## src/include/pin_irq_pkg.sv

```systemverilog
// constants shared by the external and pin-change interrupt block
package pin_irq_pkg;
   // register indices; byte address is four times the index
   localparam logic [7:0]  IDX_EXT_FLAGS   = 8'h3c;
   localparam logic [7:0]  IDX_EXT_MASK    = 8'h3d;
   localparam logic [7:0]  IDX_PC_ENABLE   = 8'h68;
   localparam logic [7:0]  IDX_SENSE       = 8'h69;
   localparam logic [7:0]  IDX_PC_FLAGS    = 8'h6a;
   localparam logic [7:0]  IDX_MASK_LOW    = 8'h6b;
   localparam logic [7:0]  IDX_MASK_HIGH   = 8'h6c;
   // reset value of every register
   localparam logic [7:0]  REG_RESET       = 8'h00;
   // field positions and input counts
   localparam int          BIT_GROUP_ZERO  = 0;
   localparam int          BIT_GROUP_ONE   = 1;
   localparam int          NUM_EXT         = 4;
   localparam int          NUM_PINS        = 8;
   // two-bit sense encodings
   localparam logic [1:0]  SENSE_LOW       = 2'h0;
   localparam logic [1:0]  SENSE_ANY       = 2'h1;
   localparam logic [1:0]  SENSE_FALL      = 2'h2;
   localparam logic [1:0]  SENSE_RISE      = 2'h3;
   // axi responses
   localparam logic [1:0]  RESP_OKAY       = 2'h0;
   localparam logic [1:0]  RESP_SLVERR     = 2'h2;
   // timing
   localparam int          CLK_PERIOD_NS   = 10;
   localparam int          MIN_PULSE_NS    = 50;
   localparam int          MIN_PULSE_CYC   = (MIN_PULSE_NS + CLK_PERIOD_NS - 1) / CLK_PERIOD_NS;
   localparam int          SLOW_PERIOD_NS  = 7800;
   localparam int          SLOW_TICK_CYC   = SLOW_PERIOD_NS / CLK_PERIOD_NS;
   localparam int          LEVEL_SAMPLES   = 2;
endpackage

```

## src/verilog/ext_and_pin_change_irq.sv

```systemverilog
// external and pin-change interrupt controller with an axi4-lite register slave
`timescale 1ns/1ps

module ext_and_pin_change_irq
(
   input  wire logic        aclk,               // system clock, 100 MHz
   input  wire logic        aresetn,            // synchronous reset, active low
   input  wire logic [31:0] s_axi_awaddr,       // write address
   input  wire logic        s_axi_awvalid,      // write address valid
   output logic             s_axi_awready,      // write address ready
   input  wire logic [31:0] s_axi_wdata,        // write data
   input  wire logic [3:0]  s_axi_wstrb,        // write byte enables
   input  wire logic        s_axi_wvalid,       // write data valid
   output logic             s_axi_wready,       // write data ready
   output logic [1:0]       s_axi_bresp,        // write response
   output logic             s_axi_bvalid,       // write response valid
   input  wire logic        s_axi_bready,       // write response ready
   input  wire logic [31:0] s_axi_araddr,       // read address
   input  wire logic        s_axi_arvalid,      // read address valid
   output logic             s_axi_arready,      // read address ready
   output logic [31:0]      s_axi_rdata,        // read data
   output logic [1:0]       s_axi_rresp,        // read response
   output logic             s_axi_rvalid,       // read data valid
   input  wire logic        s_axi_rready,       // read data ready
   input  wire logic [3:0]  ext_irq_inputs,     // external interrupt pins
   input  wire logic [7:0]  change_pins_low,    // pin-change group zero pins
   input  wire logic [7:0]  change_pins_high,   // pin-change group one pins
   input  wire logic        global_irq_enable,  // global flag of core_status_reg
   input  wire logic        sleep_active,       // core is in a sleep mode
   input  wire logic [5:0]  vector_taken,       // ack pulse: 3:0 ext, 4 group zero, 5 group one
   output logic [3:0]       ext_irq_req,        // external requests to the core
   output logic             group_zero_vector,  // group zero request
   output logic             group_one_vector,   // group one request
   output logic             wake_req            // wake request to sleep control
);

   // address to register index; mapped only when aligned and in range
   function automatic logic [7:0] addr_idx(input logic [31:0] a);
      addr_idx = a[9:2];
   endfunction
   function automatic logic addr_ok(input logic [31:0] a);
      logic [7:0] i;
      i = a[9:2];
      addr_ok = (a[31:10] == 22'h00_0000) && (a[1:0] == 2'h0) &&
                (i == pin_irq_pkg::IDX_EXT_FLAGS || i == pin_irq_pkg::IDX_EXT_MASK ||
                 i == pin_irq_pkg::IDX_PC_ENABLE || i == pin_irq_pkg::IDX_SENSE ||
                 i == pin_irq_pkg::IDX_PC_FLAGS || i == pin_irq_pkg::IDX_MASK_LOW ||
                 i == pin_irq_pkg::IDX_MASK_HIGH);
   endfunction
   // trigger test for one input against its sense field
   function automatic logic sense_hit(input logic [1:0] s, input logic cur, input logic prv);
      case (s)
         pin_irq_pkg::SENSE_ANY:  sense_hit = cur ^ prv;
         pin_irq_pkg::SENSE_FALL: sense_hit = prv & ~cur;
         pin_irq_pkg::SENSE_RISE: sense_hit = cur & ~prv;
         default:                 sense_hit = 1'b0;
      endcase
   endfunction

   logic [19:0] pin_s1_ff;          // first synchroniser stage
   logic [19:0] pin_s2_ff;          // second synchroniser stage
   logic [3:0]  ext_prev_ff;        // last effective external level
   logic [15:0] pc_prev_ff;         // last pin-change level
   logic [7:0]  sense_ff;           // ext_int_sense_control
   logic [3:0]  ext_mask_ff;        // ext_int_enable_mask
   logic [1:0]  pc_en_ff;           // pin_change_group_enable
   logic [7:0]  mask_low_ff;        // pin_change_mask_low
   logic [7:0]  mask_high_ff;       // pin_change_mask_high
   logic [3:0]  ext_flags_ff;       // ext_irq_flag_bits
   logic [1:0]  pc_flags_ff;        // group flags
   logic [3:0]  nxt_ext_flags;
   logic [1:0]  nxt_pc_flags;
   logic [3:0]  ext_req_ff;
   logic        grp0_req_ff, grp1_req_ff, wake_ff;
   logic [9:0]  slow_cnt_ff;        // slow oscillator stand-in
   logic [1:0]  lvl_cnt_ff [4];     // slow samples of a held low level
   logic        aw_have_ff, w_have_ff;
   logic [31:0] awaddr_ff;
   logic [7:0]  wdata_ff;
   logic        wstrb0_ff;
   logic        awready_ff, wready_ff, bvalid_ff;
   logic [1:0]  bresp_ff;
   logic        arready_ff, rvalid_ff;
   logic [31:0] rdata_ff;
   logic [1:0]  rresp_ff;
   // input synchroniser; the pin level is watched whatever its direction
   always_ff @(posedge aclk)
   begin
      pin_s1_ff <= aresetn ? {change_pins_high, change_pins_low, ext_irq_inputs} : 20'h0_0000;
      pin_s2_ff <= aresetn ? pin_s1_ff : 20'h0_0000;
   end
   // sleeping with an input disabled cuts its buffer; the forced low may set a flag
   wire [3:0]  buf_off   = {4{sleep_active}} & ~ext_mask_ff;
   wire [3:0]  ext_in    = pin_s2_ff[3:0] & ~buf_off;
   wire [15:0] pc_in     = pin_s2_ff[19:4];
   wire [15:0] pc_change = pc_in ^ pc_prev_ff;
   wire [3:0]  level_mode;
   wire [3:0]  ext_hit;
   genvar g;
   generate
      for (g = 0; g < pin_irq_pkg::NUM_EXT; g++)
      begin : g_sense
         assign level_mode[g] = (sense_ff[2*g+1:2*g] == pin_irq_pkg::SENSE_LOW);
         assign ext_hit[g]    = sense_hit(sense_ff[2*g+1:2*g], ext_in[g], ext_prev_ff[g]);
      end
   endgenerate
   // group hits need group enable and the pin's mask bit
   wire grp0_hit = pc_en_ff[pin_irq_pkg::BIT_GROUP_ZERO] & |(pc_change[7:0] & mask_low_ff);
   wire grp1_hit = pc_en_ff[pin_irq_pkg::BIT_GROUP_ONE] & |(pc_change[15:8] & mask_high_ff);
   // write decode; a write goes out the cycle both halves are held
   wire       do_write = aw_have_ff & w_have_ff & ~bvalid_ff;
   wire       wr_ok    = do_write & addr_ok(awaddr_ff);
   wire [7:0] wr_idx   = addr_idx(awaddr_ff);
   wire       wr_en    = wr_ok & wstrb0_ff;
   wire       wr_sense = wr_en & (wr_idx == pin_irq_pkg::IDX_SENSE);
   wire       wr_mask  = wr_en & (wr_idx == pin_irq_pkg::IDX_EXT_MASK);
   wire       wr_pcen  = wr_en & (wr_idx == pin_irq_pkg::IDX_PC_ENABLE);
   wire       wr_mlow  = wr_en & (wr_idx == pin_irq_pkg::IDX_MASK_LOW);
   wire       wr_mhigh = wr_en & (wr_idx == pin_irq_pkg::IDX_MASK_HIGH);
   wire [3:0] ext_clr  = {4{wr_en & (wr_idx == pin_irq_pkg::IDX_EXT_FLAGS)}} & wdata_ff[3:0];
   wire [1:0] pc_clr   = {2{wr_en & (wr_idx == pin_irq_pkg::IDX_PC_FLAGS)}} & wdata_ff[1:0];
   // flag update; a new hit wins over an ack or write-one clear in the same cycle
   always_comb
   begin
      for (int i = 0; i < pin_irq_pkg::NUM_EXT; i++)
      begin
         if (level_mode[i])
            nxt_ext_flags[i] = 1'b0;
         else
            nxt_ext_flags[i] = ext_hit[i] |
                               (ext_flags_ff[i] & ~ext_clr[i] & ~vector_taken[i]);
      end
      nxt_pc_flags[0] = grp0_hit | (pc_flags_ff[0] & ~pc_clr[0] & ~vector_taken[4]);
      nxt_pc_flags[1] = grp1_hit | (pc_flags_ff[1] & ~pc_clr[1] & ~vector_taken[5]);
   end
   // control registers, flags and edge history; only documented bits are stored, the
   // rest read zero, and the edge history tracks the input in every mode, so changing sense cannot fake an edge
   always_ff @(posedge aclk)
   begin
      if (!aresetn)
      begin
         sense_ff     <= pin_irq_pkg::REG_RESET;
         ext_mask_ff  <= pin_irq_pkg::REG_RESET[3:0];
         pc_en_ff     <= pin_irq_pkg::REG_RESET[1:0];
         mask_low_ff  <= pin_irq_pkg::REG_RESET;
         mask_high_ff <= pin_irq_pkg::REG_RESET;
         ext_flags_ff <= pin_irq_pkg::REG_RESET[3:0];
         pc_flags_ff  <= pin_irq_pkg::REG_RESET[1:0];
         ext_prev_ff  <= 4'h0;
         pc_prev_ff   <= 16'h0000;
      end
      else
      begin
         if (wr_sense) sense_ff     <= wdata_ff;
         if (wr_mask)  ext_mask_ff  <= wdata_ff[3:0];
         if (wr_pcen)  pc_en_ff     <= wdata_ff[1:0];
         if (wr_mlow)  mask_low_ff  <= wdata_ff;
         if (wr_mhigh) mask_high_ff <= wdata_ff;
         ext_flags_ff <= nxt_ext_flags;
         pc_flags_ff  <= nxt_pc_flags;
         ext_prev_ff  <= ext_in;
         pc_prev_ff   <= pc_in;
      end
   end
   // requests: level mode follows the pin itself, edge modes follow the flag
   wire [3:0] nxt_ext_req = {4{global_irq_enable}} & ext_mask_ff &
                            ((level_mode & ~ext_in) | (~level_mode & ext_flags_ff));
   wire nxt_grp0 = global_irq_enable & pc_en_ff[0] & pc_flags_ff[0];
   wire nxt_grp1 = global_irq_enable & pc_en_ff[1] & pc_flags_ff[1];
   // slow sample tick; a short glitch cannot satisfy two samples, trading latency for noise
   wire       slow_tick = (slow_cnt_ff == 10'(pin_irq_pkg::SLOW_TICK_CYC - 1));
   logic [3:0] lvl_wake;
   always_comb
   begin
      for (int i = 0; i < pin_irq_pkg::NUM_EXT; i++)
         lvl_wake[i] = (lvl_cnt_ff[i] == 2'(pin_irq_pkg::LEVEL_SAMPLES));
   end
   // wake needs no core clock of its own: an enabled edge or group flag raises it, a held low level only after two slow samples
   wire nxt_wake = |(lvl_wake & ext_mask_ff & level_mode) |
                   |(ext_flags_ff & ext_mask_ff) | |(pc_flags_ff & pc_en_ff);
   always_ff @(posedge aclk)
   begin
      if (!aresetn)
      begin
         ext_req_ff  <= 4'h0;
         grp0_req_ff <= 1'b0;
         grp1_req_ff <= 1'b0;
         wake_ff     <= 1'b0;
         slow_cnt_ff <= 10'h000;
         for (int i = 0; i < pin_irq_pkg::NUM_EXT; i++)
            lvl_cnt_ff[i] <= 2'h0;
      end
      else
      begin
         ext_req_ff  <= nxt_ext_req;
         grp0_req_ff <= nxt_grp0;
         grp1_req_ff <= nxt_grp1;
         wake_ff     <= nxt_wake;
         slow_cnt_ff <= slow_tick ? 10'h000 : slow_cnt_ff + 10'h001;
         for (int i = 0; i < pin_irq_pkg::NUM_EXT; i++)
         begin
            if (ext_in[i])
               lvl_cnt_ff[i] <= 2'h0;
            else if (slow_tick && !lvl_wake[i])
               lvl_cnt_ff[i] <= lvl_cnt_ff[i] + 2'h1;
         end
      end
   end

   // read mux; reserved and upper bits read zero
   wire [7:0] rd_idx = addr_idx(s_axi_araddr);
   wire [7:0] rd_val =
      (rd_idx == pin_irq_pkg::IDX_EXT_FLAGS) ? {4'h0, ext_flags_ff & ~level_mode} :
      (rd_idx == pin_irq_pkg::IDX_EXT_MASK)  ? {4'h0, ext_mask_ff} :
      (rd_idx == pin_irq_pkg::IDX_PC_ENABLE) ? {6'h00, pc_en_ff} :
      (rd_idx == pin_irq_pkg::IDX_SENSE)     ? sense_ff :
      (rd_idx == pin_irq_pkg::IDX_PC_FLAGS)  ? {6'h00, pc_flags_ff} :
      (rd_idx == pin_irq_pkg::IDX_MASK_LOW)  ? mask_low_ff : mask_high_ff;
   wire rd_ok = addr_ok(s_axi_araddr);

   // axi write channel; address and data are held until both arrive
   always_ff @(posedge aclk)
   begin
      if (!aresetn)
      begin
         aw_have_ff <= 1'b0;
         w_have_ff  <= 1'b0;
         awaddr_ff  <= 32'h0000_0000;
         wdata_ff   <= 8'h00;
         wstrb0_ff  <= 1'b0;
         awready_ff <= 1'b0;
         wready_ff  <= 1'b0;
         bvalid_ff  <= 1'b0;
         bresp_ff   <= pin_irq_pkg::RESP_OKAY;
      end
      else
      begin
         if (s_axi_awvalid && awready_ff)
         begin
            aw_have_ff <= 1'b1;
            awaddr_ff  <= s_axi_awaddr;
            awready_ff <= 1'b0;
         end
         else if (!aw_have_ff && !bvalid_ff)
            awready_ff <= 1'b1;
         if (s_axi_wvalid && wready_ff)
         begin
            w_have_ff <= 1'b1;
            wdata_ff  <= s_axi_wdata[7:0];
            wstrb0_ff <= s_axi_wstrb[0];
            wready_ff <= 1'b0;
         end
         else if (!w_have_ff && !bvalid_ff)
            wready_ff <= 1'b1;
         if (do_write)
         begin
            aw_have_ff <= 1'b0;
            w_have_ff  <= 1'b0;
            bvalid_ff  <= 1'b1;
            bresp_ff   <= wr_ok ? pin_irq_pkg::RESP_OKAY : pin_irq_pkg::RESP_SLVERR;
         end
         else if (bvalid_ff && s_axi_bready)
            bvalid_ff <= 1'b0;
      end
   end

   // axi read channel; data is captured at the address handshake
   always_ff @(posedge aclk)
   begin
      if (!aresetn)
      begin
         arready_ff <= 1'b0;
         rvalid_ff  <= 1'b0;
         rdata_ff   <= 32'h0000_0000;
         rresp_ff   <= pin_irq_pkg::RESP_OKAY;
      end
      else if (s_axi_arvalid && arready_ff)
      begin
         arready_ff <= 1'b0;
         rvalid_ff  <= 1'b1;
         rdata_ff   <= rd_ok ? {24'h00_0000, rd_val} : 32'h0000_0000;
         rresp_ff   <= rd_ok ? pin_irq_pkg::RESP_OKAY : pin_irq_pkg::RESP_SLVERR;
      end
      else if (rvalid_ff && s_axi_rready)
      begin
         rvalid_ff  <= 1'b0;
         arready_ff <= 1'b1;
      end
      else if (!rvalid_ff)
         arready_ff <= 1'b1;
   end

   // outputs straight from flops
   assign s_axi_awready     = awready_ff;
   assign s_axi_wready      = wready_ff;
   assign s_axi_bvalid      = bvalid_ff;
   assign s_axi_bresp       = bresp_ff;
   assign s_axi_arready     = arready_ff;
   assign s_axi_rvalid      = rvalid_ff;
   assign s_axi_rdata       = rdata_ff;
   assign s_axi_rresp       = rresp_ff;
   assign ext_irq_req       = ext_req_ff;
   assign group_zero_vector = grp0_req_ff;
   assign group_one_vector  = grp1_req_ff;
   assign wake_req          = wake_ff;

   // checks on requests, flags and read data
   a_level_req: assert property (@(posedge aclk) disable iff (!aresetn)
      (level_mode[0] && ext_mask_ff[0] && global_irq_enable && !ext_in[0]) |=> ext_irq_req[0])
      else $error("level request missing");
   a_gated_req: assert property (@(posedge aclk) disable iff (!aresetn)
      ext_irq_req[1] |-> $past(global_irq_enable) && $past(ext_mask_ff[1]))
      else $error("request without enable");
   a_fall_flag: assert property (@(posedge aclk) disable iff (!aresetn)
      (sense_ff[1:0] == pin_irq_pkg::SENSE_FALL && ext_prev_ff[0] && !ext_in[0])
      |=> ext_flags_ff[0])
      else $error("falling edge not flagged");
   a_rise_quiet: assert property (@(posedge aclk) disable iff (!aresetn)
      (sense_ff[1:0] == pin_irq_pkg::SENSE_RISE && !ext_flags_ff[0] && ext_prev_ff[0] >= ext_in[0])
      |=> !ext_flags_ff[0])
      else $error("flag without rising edge");
   a_flag_clear: assert property (@(posedge aclk) disable iff (!aresetn)
      (ext_flags_ff[0] && vector_taken[0] && !ext_hit[0]) |=> !ext_flags_ff[0] ##1 !ext_irq_req[0])
      else $error("ack did not clear flag");
   a_level_read: assert property (@(posedge aclk) disable iff (!aresetn)
      (s_axi_arvalid && s_axi_arready && rd_ok && rd_idx == pin_irq_pkg::IDX_EXT_FLAGS &&
       level_mode[1]) |=> s_axi_rvalid && !s_axi_rdata[1])
      else $error("level flag read as set");
   a_group_zero: assert property (@(posedge aclk) disable iff (!aresetn)
      (grp0_hit && global_irq_enable) |=> pc_flags_ff[0] ##1 group_zero_vector)
      else $error("group zero not requested");
   a_group_one: assert property (@(posedge aclk) disable iff (!aresetn)
      (pc_en_ff[1] && |(pc_change[15:8] & mask_high_ff)) |=> pc_flags_ff[1])
      else $error("group one flag missing");
   a_mask_off: assert property (@(posedge aclk) disable iff (!aresetn)
      (mask_low_ff == 8'h00 && !pc_flags_ff[0]) |=> !pc_flags_ff[0])
      else $error("masked pin set flag");
   a_rsvd_zero: assert property (@(posedge aclk) disable iff (!aresetn)
      s_axi_rvalid |-> s_axi_rdata[31:8] == 24'h00_0000)
      else $error("reserved read bits set");

endmodule // ext_and_pin_change_irq
```

## config.mk

```make
export PLATFORM = sky130hd
export DESIGN_NAME = ext_and_pin_change_irq
export DESIGN_NICKNAME = d
export VERILOG_FILES = /design/src/include/pin_irq_pkg.sv /design/src/verilog/ext_and_pin_change_irq.sv
export SDC_FILE = /design/constraint.sdc
export NUM_CORES = 1
export LEC_CHECK = 0
export BUFFER_PORTS_ARGS = -buffer_cell sky130_fd_sc_hd__clkbuf_2
export CORE_MARGIN = 1
export CORE_UTILIZATION = 53
export CTS_CLUSTER_DIAMETER = 200
export DETAILED_ROUTE_END_ITERATION = 16
export GPL_ROUTABILITY_DRIVEN = 0
export PLACE_DENSITY = 0.84
export SETUP_SLACK_MARGIN = 0.3
export SLEW_MARGIN = 20
export SYNTH_ARGS = -nofsm -noshare
export SYNTH_HDL_FRONTEND = slang
export SYNTH_SLANG_ARGS = --single-unit
```

## constraint.sdc

```tcl
create_clock -name aclk -period 2.5 [get_ports aclk]
set_clock_uncertainty 0.15 [all_clocks]
set_input_delay 0.25 -clock aclk [delete_from_list [all_inputs] [get_ports aclk]]
set_output_delay 0.25 -clock aclk [all_outputs]
set_load 0.05 [all_outputs]
```

==> Word-level counts from Yosys, hierarchy flattened <==
Memory sizes are Yosys's and may differ from the RTL's.
Index checks and enable logic that the tools add are counted.
{ "classes": {"bitwise": 99, "n_eq_ne": 32, "mux": 56, "add_sub_neg": 5, "reduce_logical": 58} }
{ "ops": {"columns": ["op", "n"], "rows": [
  ["== test 8 x 7 -> 1 bit (second input constant)", 10],
  ["2-to-1 mux 8 bit", 7],
  ["zero test 22 bit", 2],
  ["AND 4 bit", 10],
  ["AND 1 bit", 37],
  ["2-to-1 mux 1 bit", 35],
  ["== test 8 x 6 -> 1 bit (second input constant)", 4],
  ["== test 2 bit (second input constant)", 12],
  ["NOT 1 bit", 22],
  ["2-to-1 mux 2 bit", 10],
  ["OR reduction 2 bit", 10],
  ["AND 8 bit", 2],
  ["NOT 4 bit", 4],
  ["OR 1 bit", 16],
  ["OR reduction 8 bit", 2],
  ["XOR 16 bit", 1],
  ["logical AND 1 bit", 15],
  ["zero test 2 bit", 6],
  ["logical OR 1 bit", 12],
  ["case mux 1 bit (3 select lines)", 4],
  ["adder 10 x 1 -> 10 bit (second input constant)", 1],
  ["== test 10 bit (second input constant)", 1],
  ["adder 2 x 1 -> 2 bit (second input constant)", 4],
  ["== test 2 x 1 -> 1 bit (second input constant)", 4],
  ["other kinds (7)", 19]
]} }
{ "word_totals": {"mem_bits_rw": 8, "inputBits": 135, "memories": 1, "wordCells": 283, "out_inout_bits": 48, "register_bits": 197} }
{ "memory_table": {"columns": ["name", "words", "word_bits", "rd", "rd_clocked_by_memory_dff", "write_ports", "line", "source"], "rows": [
  ["lvl_cnt_ff", 4, 2, 4, 0, 4, "ext_and_pin_change_irq.sv:76", "logic [1:0] lvl_cnt_ff [4];"]
]} }

==> Depth between registers and ports, before layout <==
Gate-level depths: netlist of the first run.
{ "logic_depth": {"word_depth": 16, "depth_mapped": 8, "ltp_nobuf": 8} }

==> Least setup slack after synthesis of the first run <==
OpenSTA, ideal clock, no wires.
{ "synth_timing": {"path_type": "reg-to-reg", "start": "register bvalid_ff, in the netlist s_axi_bvalid", "end": "register ext_mask_ff[0]", "setup_time_ns": 0.072, "t_arrival_ns": 1.973, "period_less_slack_ns": 2.195, "path_buffers": 0, "t_required_ns": 2.278, "slack_ns": 0.305, "stages_incl_launch_ff": 6, "path_cell_list": "dfxtp_1 -> and3b_2 -> nand4_4 -> or4_4 -> nor3_4 -> mux2i_1"} }
{ "synth_via": {"elab_chain_len": 5} }
{ "synth_rtl": {"columns": ["item", "line", "source"], "rows": [
  ["start: declaration", "ext_and_pin_change_irq.sv:81", "logic awready_ff, wready_ff, bvalid_ff;"],
  ["start signal: assignment", "ext_and_pin_change_irq.sv:233", "bvalid_ff <= 1'b0;"],
  ["start signal: assignment", "ext_and_pin_change_irq.sv:259", "bvalid_ff <= 1'b1;"],
  ["start signal: assignment", "ext_and_pin_change_irq.sv:263", "bvalid_ff <= 1'b0;"],
  ["NOT 1 bit", "ext_and_pin_change_irq.sv:111", "wire do_write = aw_have_ff & w_have_ff & ~bvalid_ff;"],
  ["AND 1 bit", "ext_and_pin_change_irq.sv:111", null],
  ["AND 1 bit", "ext_and_pin_change_irq.sv:112", "wire wr_ok = do_write & addr_ok(awaddr_ff);"],
  ["AND 1 bit", "ext_and_pin_change_irq.sv:114", "wire wr_en = wr_ok & wstrb0_ff;"],
  ["AND 1 bit", "ext_and_pin_change_irq.sv:116", "wire wr_mask = wr_en & (wr_idx == pin_irq_pkg::IDX_EXT_MASK);"],
  ["end signal: assignment", "ext_and_pin_change_irq.sv:143", "ext_mask_ff <= pin_irq_pkg::REG_RESET[3:0];"],
  ["end signal: assignment", "ext_and_pin_change_irq.sv:155", "if (wr_mask) ext_mask_ff <= wdata_ff[3:0];"],
  ["end: declaration", "ext_and_pin_change_irq.sv:65", "logic [3:0] ext_mask_ff;"]
]} }
No other way between the ends.
A chain may end at the register's enable or synchronous reset.

==> Final worst setup path of the first run <==
{ "layout_timing": {"start": "register awaddr_ff[21]", "end": "register ext_flags_ff[1]"} }
{ "layout_via": {"elab_chain_len": 11} }
{ "layout_rtl": {"columns": ["item", "line", "source"], "rows": [
  ["start: declaration", "ext_and_pin_change_irq.sv:78", "logic [31:0] awaddr_ff;"],
  ["start signal: assignment", "ext_and_pin_change_irq.sv:241", "awaddr_ff <= s_axi_awaddr;"],
  ["zero test 22 bit", "ext_and_pin_change_irq.sv:44", "addr_ok = (a[31:10] == 22'h00_0000) && (a[1:0] == 2'h0) &&"],
  ["logical AND 1 bit (2 in a row)", "ext_and_pin_change_irq.sv:44", null],
  ["AND 1 bit", "ext_and_pin_change_irq.sv:112", null],
  ["AND 1 bit", "ext_and_pin_change_irq.sv:114", null],
  ["AND 1 bit", "ext_and_pin_change_irq.sv:120", "wire [3:0] ext_clr = {4{wr_en & (wr_idx == pin_irq_pkg::IDX_EXT_FLAGS)}} & wdata_ff[3:0];"],
  ["AND 4 bit", "ext_and_pin_change_irq.sv:120", null],
  ["NOT 1 bit", "ext_and_pin_change_irq.sv:131", "(ext_flags_ff[i] & ~ext_clr[i] & ~vector_taken[i]);"],
  ["AND 1 bit (2 in a row)", "ext_and_pin_change_irq.sv:131", null],
  ["OR 1 bit", "ext_and_pin_change_irq.sv:130", "nxt_ext_flags[i] = ext_hit[i] |"],
  ["end signal: assignment", "ext_and_pin_change_irq.sv:147", "ext_flags_ff <= pin_irq_pkg::REG_RESET[3:0];"],
  ["end signal: assignment", "ext_and_pin_change_irq.sv:159", "ext_flags_ff <= nxt_ext_flags;"],
  ["end: declaration", "ext_and_pin_change_irq.sv:69", "logic [3:0] ext_flags_ff;"]
]} }
No other way between the ends.

==> flow_summary_export.csv, run 1 <==
group,metric,value,unit
outcome,status,"complete, no violations",
power,p_comb_share,10.0,%
cts,clock_sinks,179,
power,seqPwrFrac,49.3,%
drt,post_drt_via_cell_ratio,5.248,
power,p_per_area,644.3,nW/µm²
power,switching_power,1.561,mW
synthesis,ys_types,57,
synthesis,synth_seq_cells,179,
global_routing,grt_usage,24.22,%
synthesis,synth.most_common_cell,"dfxtp_1",
die,top_level_ports,183,
worst_setup_path,critPathCaptureType,"flip-flop",
cells_and_area,multi_input_area,3495,µm²
power,p_leak,3.989,nW
sta,finalCritPeriodShare,86.36,%
sta,worst_pin_slew,0.6694,ns
placed_design,portBuffers,129,
cts,htree_levels,4,
cts,root_buffer,"clkbuf_16",
die,die_h,120.9,µm
cells_and_area,n_antenna_cell,0,
synthesis,synth_ff_type,"dfxtp_1",
drt,detail_route.drc_violations,0,
worst_setup_path,r2r_slack,0.34,ns
worst_setup_path,critical_path_class,"reg -> reg",
worst_hold_path,min-delay-start,"aresetn",
sta,timing.hold.ws,0.02872,ns
worst_setup_path,crit-reg2reg-launch,"awaddr_ff[21]",
cts,insertion_delay,0.43,ns
synthesis,synth-edff-count,8,
sta,fin_crit,2.159,ns
synthesis,ys_async_sr_fraction,0,%
synthesis,synth_compound_area_share,10.30,%
drt,drtPass1Iterations,9,
die,rows,43,
global_routing,first_global_vias,6018,
synthesis,seq_area_frac_synth,48.90,%
synthesis,yosys.area_share.xor_xnor,2.806,%
power,ir_drop,0.5556,mV
cells_and_area,regArea,3670,µm²
global_routing,antenna_found_initial,0,
cells_and_area,final_nets,1164,
worst_setup_path,crit_start,"awaddr_ff[21]",
drt,num_vias,6340,
die,die_width,120.9,µm
drt,totalWireLength,17570,µm
worst_setup_path,cpPeakStageDelay,0.74,ns
cells_and_area,nFillCells,995,
sta,finalSetupViolCount,0,
synthesis,synth_cells,820,
die,core,13830,µm²
placed_design,dp_hpwl,11110,µm
worst_setup_path,required,2.64,ns
power,intPower,4.598,mW
drt,drt_iter0_drc,476,
synthesis,synth_commonest_cells,"dfxtp_1 (171), nand2_1 (141), and2_1 (62)",
synthesis,synth_top_family_by_area,"simple AND/OR/NAND/NOR gates",
worst_setup_path,start_kind,"flip-flop",
cts,path_clk_slew,0.07,ns
power,pwr-share-clk,40.7,%
sta,slew_headroom,55.37,%
worst_hold_path,hold_class,"in -> reg",
power,p_sw_share,25.34,%
die,dieArea,14620,µm²
sta,rsz0062_at_grt,"yes",
global_routing,grt_pass1_wl,27710,µm
sta,max_freq,463.2,MHz
synthesis,synth-simple-area-share,24.25,%
synthesis,yosysTopAreaCell,"dfxtp_1",
synthesis,synth_adder_area_share,2.171,%
die,start_util,54.19,%
global_routing,grt_max_degree,101,
synthesis,netlist_area,7492,µm²
worst_setup_path,cpMaxStageDelayCell,"or4bb_2",
synthesis,synth_top_area_share,45.69,%
cts,cts_tree,"built",
global_routing,grt-ovfl-total,0,
worst_setup_path,crit_fanout,4,
synthesis,syn_area_per_cell,9.137,µm²
job,drv_cap,0,
synthesis,synth_mux_area_share,5.344,%
cells_and_area,synthToLayoutAreaGrowth,27.57,%
sta,report.final.slew_viol_count,0,
sta,hold_violations,0,
synthesis,synth_area_leaders,"dfxtp_1 (46%), nand2_1 (7.1%), mux2i_1 (5.3%)",
synthesis,synth_warnings,0,
drt,wire_per_inst,14.54,µm
sta,setup_tns,0,ns
worst_setup_path,crit_chain,"nor4_4 > nand4_2 > or4bb_2 > o21ai_0 > a211oi_1",
worst_setup_path,arrival,2.30,ns
drt,ant_nets,0,
cts,cts_buffers,17,
cts,clk_path_buf_depth,2,
cells_and_area,drive_gt1_share,19.75,%
-- stage by stage --
step | instances | total power [mW] | util [%] | instance area, µm² | setup slack (ns)
global route | 1208 | 6.362 | 69.13 | 9558 | 0.2489
floorplan | 845 | 3.457 | - | 7586 | 0.3052
global placement | 1099 | 3.576 | 59.13 | 8175 | 0.2843
CTS | 1205 | 6.156 | 68.76 | 9508 | 0.2848
finish | 1208 | 6.158 | 69.13 | 9558 | 0.3409
detailed placement | 1099 | 3.588 | 59.13 | 8175 | 0.2191
-- metal layers --
layer	global-route usage, %	part of all wire, %	routed length, µm	up-vias
met5	0	0	0	-
met4	10.03	3.0	535	0
met3	4.981	5.7	1009	45
met2	41.29	49	8604	241
met1	29.68	42	7420	2941
li1	-	-	-	3113
-- power groups by stage --
| stage | Sequential [mW] | Clock [mW] | Combinational [mW] |
|---|---|---|---|
| 4_1_cts | 3.03 | 2.53 | 0.594 |
| 3_5_place_dp | 3.09 | 0 | 0.496 |
| 2_1_floorplan | 3.10 | 0 | 0.357 |
| 3_3_place_gp | 3.09 | 0 | 0.488 |
| 6_report | 3.03 | 2.51 | 0.615 |
| 5_1_grt | 3.04 | 2.65 | 0.667 |
-- registers in the layout, indices dropped and copies added, names as in the netlist, 8 cells and up --
register      count
awaddr_ff        32
pin_s1_ff        20
pin_s2_ff        20
pc_prev_ff       16
slow_cnt_ff      10
lvl_cnt_ff        8
mask_high_ff      8
mask_low_ff       8
s_axi_rdata       8
sense_ff          8
wdata_ff          8
-- critical path: cells and delay by family (launching register included) --
family,cells,cell delay (ns)
and+or+nand+nor,3,1.27
AOI/OAI and AO/OA,2,0.26
DFF,1,0.34
-- final cells by class --
| cell class | instances | area share, % |
|---|---|---|
| flip-flops and latches | 179 | 38.40 |
| multi-input cells | 575 | 36.56 |
| repair buffers | 216 | 15.75 |
| clock buffers | 19 | 4.857 |
| well taps | 180 | 2.356 |
| inverters | 27 | 1.060 |
| clock inverters | 12 | 1.021 |
-- timing repair --
| action | 4_1_cts | 5_1_grt |
|---|---|---|
| setup endpoints to repair | 19 | 34 |
| cloned | 0 | 0 |
| hold buffers | 73 | 0 |
| pin swaps | 5 | 8 |
| resized for setup | 7 | 9 |
| endpoints found under the hold margin | 72 | 0 |
| buffers inserted | 2 | 3 |
-- cells in the final DEF, fill, tap and decap left out, types with 26 or more instances in the layout --
master,n
a21oi_1,60
and2_1,61
clkbuf_2,129
conb_1,26
dfxtp_1,166
dlygate4sd3_1,73
inv_1,26
mux2i_1,39
nand2_1,141
nor2_1,40
o21ai_0,32
-- kinds of logic after synthesis --
group / Yosys count
simple gates: 340
flops: 179
compound gates: 132
buf+inv: 91
mux: 40
xor+xnor: 24
fa+ha+maj: 13
other cells: 1
-- worst paths after layout --
kind,endpoint,cells after the start
max reg2reg,ext_flags_ff[1],5
min,slow_cnt_ff[6],3
min reg2reg,pin_s2_ff[13],1
max,ext_flags_ff[1],5
Note: power is estimated with default switching activity, not from simulation.
==> run 2, diff against run 1 <==
--- a/config.mk
+++ b/config.mk
@@ -5,14 +5,15 @@
 export SDC_FILE = /design/constraint.sdc
 export NUM_CORES = 1
 export LEC_CHECK = 0
+export ABC_AREA = 1
 export BUFFER_PORTS_ARGS = -buffer_cell sky130_fd_sc_hd__clkbuf_2
 export CORE_MARGIN = 1
-export CORE_UTILIZATION = 53
+export CORE_UTILIZATION = 55
 export CTS_CLUSTER_DIAMETER = 200
 export DETAILED_ROUTE_END_ITERATION = 16
 export GPL_ROUTABILITY_DRIVEN = 0
-export PLACE_DENSITY = 0.84
-export SETUP_SLACK_MARGIN = 0.3
+export PLACE_DENSITY = 0.86
+export SETUP_SLACK_MARGIN = 0.4
 export SLEW_MARGIN = 20
 export SYNTH_ARGS = -nofsm -noshare
 export SYNTH_HDL_FRONTEND = slang
==> constraint.sdc (replaced) <==
create_clock -name aclk -period 2.7 [get_ports aclk]
set_clock_uncertainty 0.15 [all_clocks]
set_input_delay 0.27 -clock aclk [delete_from_list [all_inputs] [get_ports aclk]]
set_output_delay 0.27 -clock aclk [all_outputs]
set_load 0.05 [all_outputs]
==> run 2 against run 1 <==
  * First-iteration DRC count up 14%
  * Largest cell class unchanged
  * Die area up 0.19%
  * Utilization up 1.2 points
  * Critical endpoint is now sense_ff[0]
==> flow_summary_export.csv, run 2 <==
group,metric,value,unit
outcome,status,"complete, no violations",
synthesis,synth_cells,1078,
global_routing,grt_pass1_wl,30480,µm
synthesis,netlist_area,7790,µm²
worst_setup_path,required,2.88,ns
die,start_util,56.34,%
worst_hold_path,min-delay-start,"s_axi_awaddr[8]",
worst_setup_path,r2r-end,"sense_ff[0]",
synthesis,synth_top_area_share,43.94,%
cells_and_area,regArea,3664,µm²
drt,detail_route.drc_violations,0,
drt,ant_nets,0,
global_routing,first_global_vias,6789,
global_routing,grt_max_degree,136,
power,ir_drop,0.4682,mV
drt,post_drt_via_cell_ratio,4.932,
worst_setup_path,r2r_slack,0.71,ns
cts,clk_path_buf_depth,2,
sta,max_freq,501.8,MHz
worst_setup_path,crit_start,"awaddr_ff[0]",
worst_setup_path,crit_path_end,"sense_ff[0]",
cells_and_area,largestRegisters,"awaddr_ff: 32 flops, pin_s1_ff: 20 flops, pin_s2_ff: 20 flops",
cells_and_area,multi_input_area,3314,µm²
global_routing,grt-ovfl-total,0,
cells_and_area,stdcell_area,9728,µm²
cells_and_area,fin_cells,1459,
cts,root_buffer,"clkbuf_16",
cts,insertion_delay,0.44,ns
sta,finalCritPeriodShare,73.82,%
job,drv_cap,0,
worst_setup_path,critical_path_class,"reg -> reg",
worst_setup_path,crit_chain,"nor2_1 > nand2_1 > nor2_1 > nand2_1 > nor2_1 > o21ai_2 > nor2_8 > nand3_2 > nor2_1 > nor2_1",
worst_setup_path,arrival,2.17,ns
cts,cts_tree,"built",
sta,slew_headroom,58.71,%
sta,report.final.slew_viol_count,0,
sta,timing.hold.ws,0.01130,ns
synthesis,synth_area_leaders,"dfxtp_1 (44%), nor2_1 (11%), nand2_1 (10%)",
worst_setup_path,crit_fanout,19,
global_routing,grt_usage,26.86,%
die,core,13830,µm²
cts,cts_buffers,17,
sta,rsz0062_at_grt,"no",
worst_hold_path,hold_class,"in -> reg",
die,die_width,121.0,µm
synthesis,synth_seq_cells,179,
synthesis,syn_area_per_cell,7.226,µm²
die,dieArea,14640,µm²
placed_design,dp_slack,0.6686,ns
synthesis,seq_area_frac_synth,47.03,%
power,p_per_area,600.9,nW/µm²
die,die_h,121.0,µm
placed_design,portBuffers,129,
worst_setup_path,cp_top_family,"simple AND/OR/NAND/NOR gates",
power,finalPower,5.846,mW
sta,fin_crit,1.993,ns
cells_and_area,drive_gt1_share,15.09,%
cells_and_area,layout_commonest_cell,"nor2_1",
cells_and_area,largest_register,"awaddr_ff",
sta,timing.final.ws_setup,0.7070,ns
cells_and_area,synthToLayoutAreaGrowth,24.88,%
worst_setup_path,critPathCaptureType,"flip-flop",
sta,worst_pin_slew,0.6178,ns
sta,setup_tns,0,ns
sta,hold_violations,0,
cts,clock_sinks,179,
drt,drtPass1Iterations,5,
cells_and_area,largest_register_ffs,32,
cts,path_clk_slew,0.07,ns
worst_setup_path,cp_num_cells,10,
cells_and_area,nFillCells,1051,
cells_and_area,final_nets,1414,
worst_setup_path,crit-reg2reg-launch,"awaddr_ff[0]",
worst_setup_path,cpMaxStageDelayCell,"dfxtp_1",
global_routing,antenna_found_initial,0,
worst_setup_path,reg2regPathDepth,10,
power,p_leak,4.769,nW
synthesis,synth-edff-count,8,
cts,postCtsSetupBuffers,0,
die,rows,43,
worst_setup_path,start_kind,"flip-flop",
drt,drt_iter0_drc,544,
synthesis,synth.most_common_cell,"nor2_1",
worst_setup_path,cpPeakStageDelay,0.33,ns
synthesis,synth_warnings,0,
synthesis,ys_async_sr_fraction,0,%
synthesis,ys_types,43,
cells_and_area,layout_common_cells,"nor2_1 (227), nand2_1 (208), dfxtp_1 (171)",
synthesis,synth_commonest_cells,"nor2_1 (227), nand2_1 (208), dfxtp_1 (171)",
placed_design,dp_cells,1360,
sta,finalSetupViolCount,0,
synthesis,yosysTopAreaCell,"dfxtp_1",
drt,totalWireLength,18540,µm
die,top_level_ports,183,
worst_setup_path,cp_common_cell,"nor2_1",
drt,wire_per_inst,12.71,µm
cells_and_area,final_core_util,70.36,%
placed_design,dp_hpwl,12180,µm
cells_and_area,n_antenna_cell,0,
worst_setup_path,crit_buf_inv,0,
synthesis,synth_ff_type,"dfxtp_1",
cts,htree_levels,4,
placed_design,dpl_cell_area,8459,µm²
drt,num_vias,7196,
[run 2: cell types whose count changed in the layout (fill, tap and decap cells not counted), moves of 8 or more]
cell | previous run | this run
mux2i_1 | 39 | 0
nand3_1 | 6 | 17
o31ai_1 | 8 | 0
nor4_1 | 14 | 3
o21ai_1 | 0 | 24
inv_1 | 26 | 142
and3_1 | 11 | 0
nand2_1 | 141 | 208
o21ai_0 | 32 | 67
xor2_1 | 22 | 2
nor2_1 | 40 | 227
and2_1 | 61 | 0
[run 2: kinds of logic (layout without fill, tap and decap cells)]
logic type / Yosys count / count (layout) / synth area share, %
other cells: 1 / 26 / 0.04814
buf+inv: 208 / 384 / 11.69
compound gates: 169 / 169 / 11.48
xor+xnor: 4 / 4 / 0.4498
flops: 179 / 179 / 47.03
simple gates: 504 / 504 / 27.21
fa+ha+maj: 13 / 13 / 2.088
[run 2: worst min path at each step]
stage / depth (start not counted) / end / slack [ns]
4_1_cts: 3 / wdata_ff[4] / 0.001
3_5_place_dp: 2 / pin_s2_ff[6] / 0.24
3_3_place_gp: 2 / pin_s2_ff[7] / 0.24
2_1_floorplan: 2 / pin_s1_ff[0] / 0.22
6_report: 3 / awaddr_ff[8] / 0.01
5_1_grt: 3 / awaddr_ff[8] / 0.02
[run 2: report_power, final]
group | internal [mW] | switching, mW | total [mW]
clock | 1.34 | 1.12 | 2.46
combinational | 0.216 | 0.340 | 0.556
sequential | 2.76 | 0.0736 | 2.83
[run 2: area by class of cell]
class | count | share of cell area [%]
clock buffer | 18 | 4.514
clock inverter | 14 | 1.582
inverter | 152 | 5.865
multi-input combinational | 716 | 34.07
sequential | 179 | 37.66
tap | 180 | 2.315
timing repair buffer | 200 | 13.99
[run 2: worst register-to-register path: cells and delay by family, from the launching register on]
kind / cells / cell delay, ns
simple gates: 9 / 1.28
flops: 1 / 0.33
compound gates: 1 / 0.12
[run 2: routing by layer]
metal / vias up / track usage [%] / wire (µm)
met5: - / 0 / 0
met4: 0 / 11.19 / 509
met3: 53 / 6.767 / 1073
met2: 226 / 48.18 / 9259
met1: 3229 / 30.05 / 7696
li1: 3688 / - / -
[run 2: timing repair]
item                                   in CTS  in global routing
endpoints found under the hold margin      66                  0
gates resized for setup                     0                  1
hold buffers                               67                  0
setup endpoints to repair                   0                  1
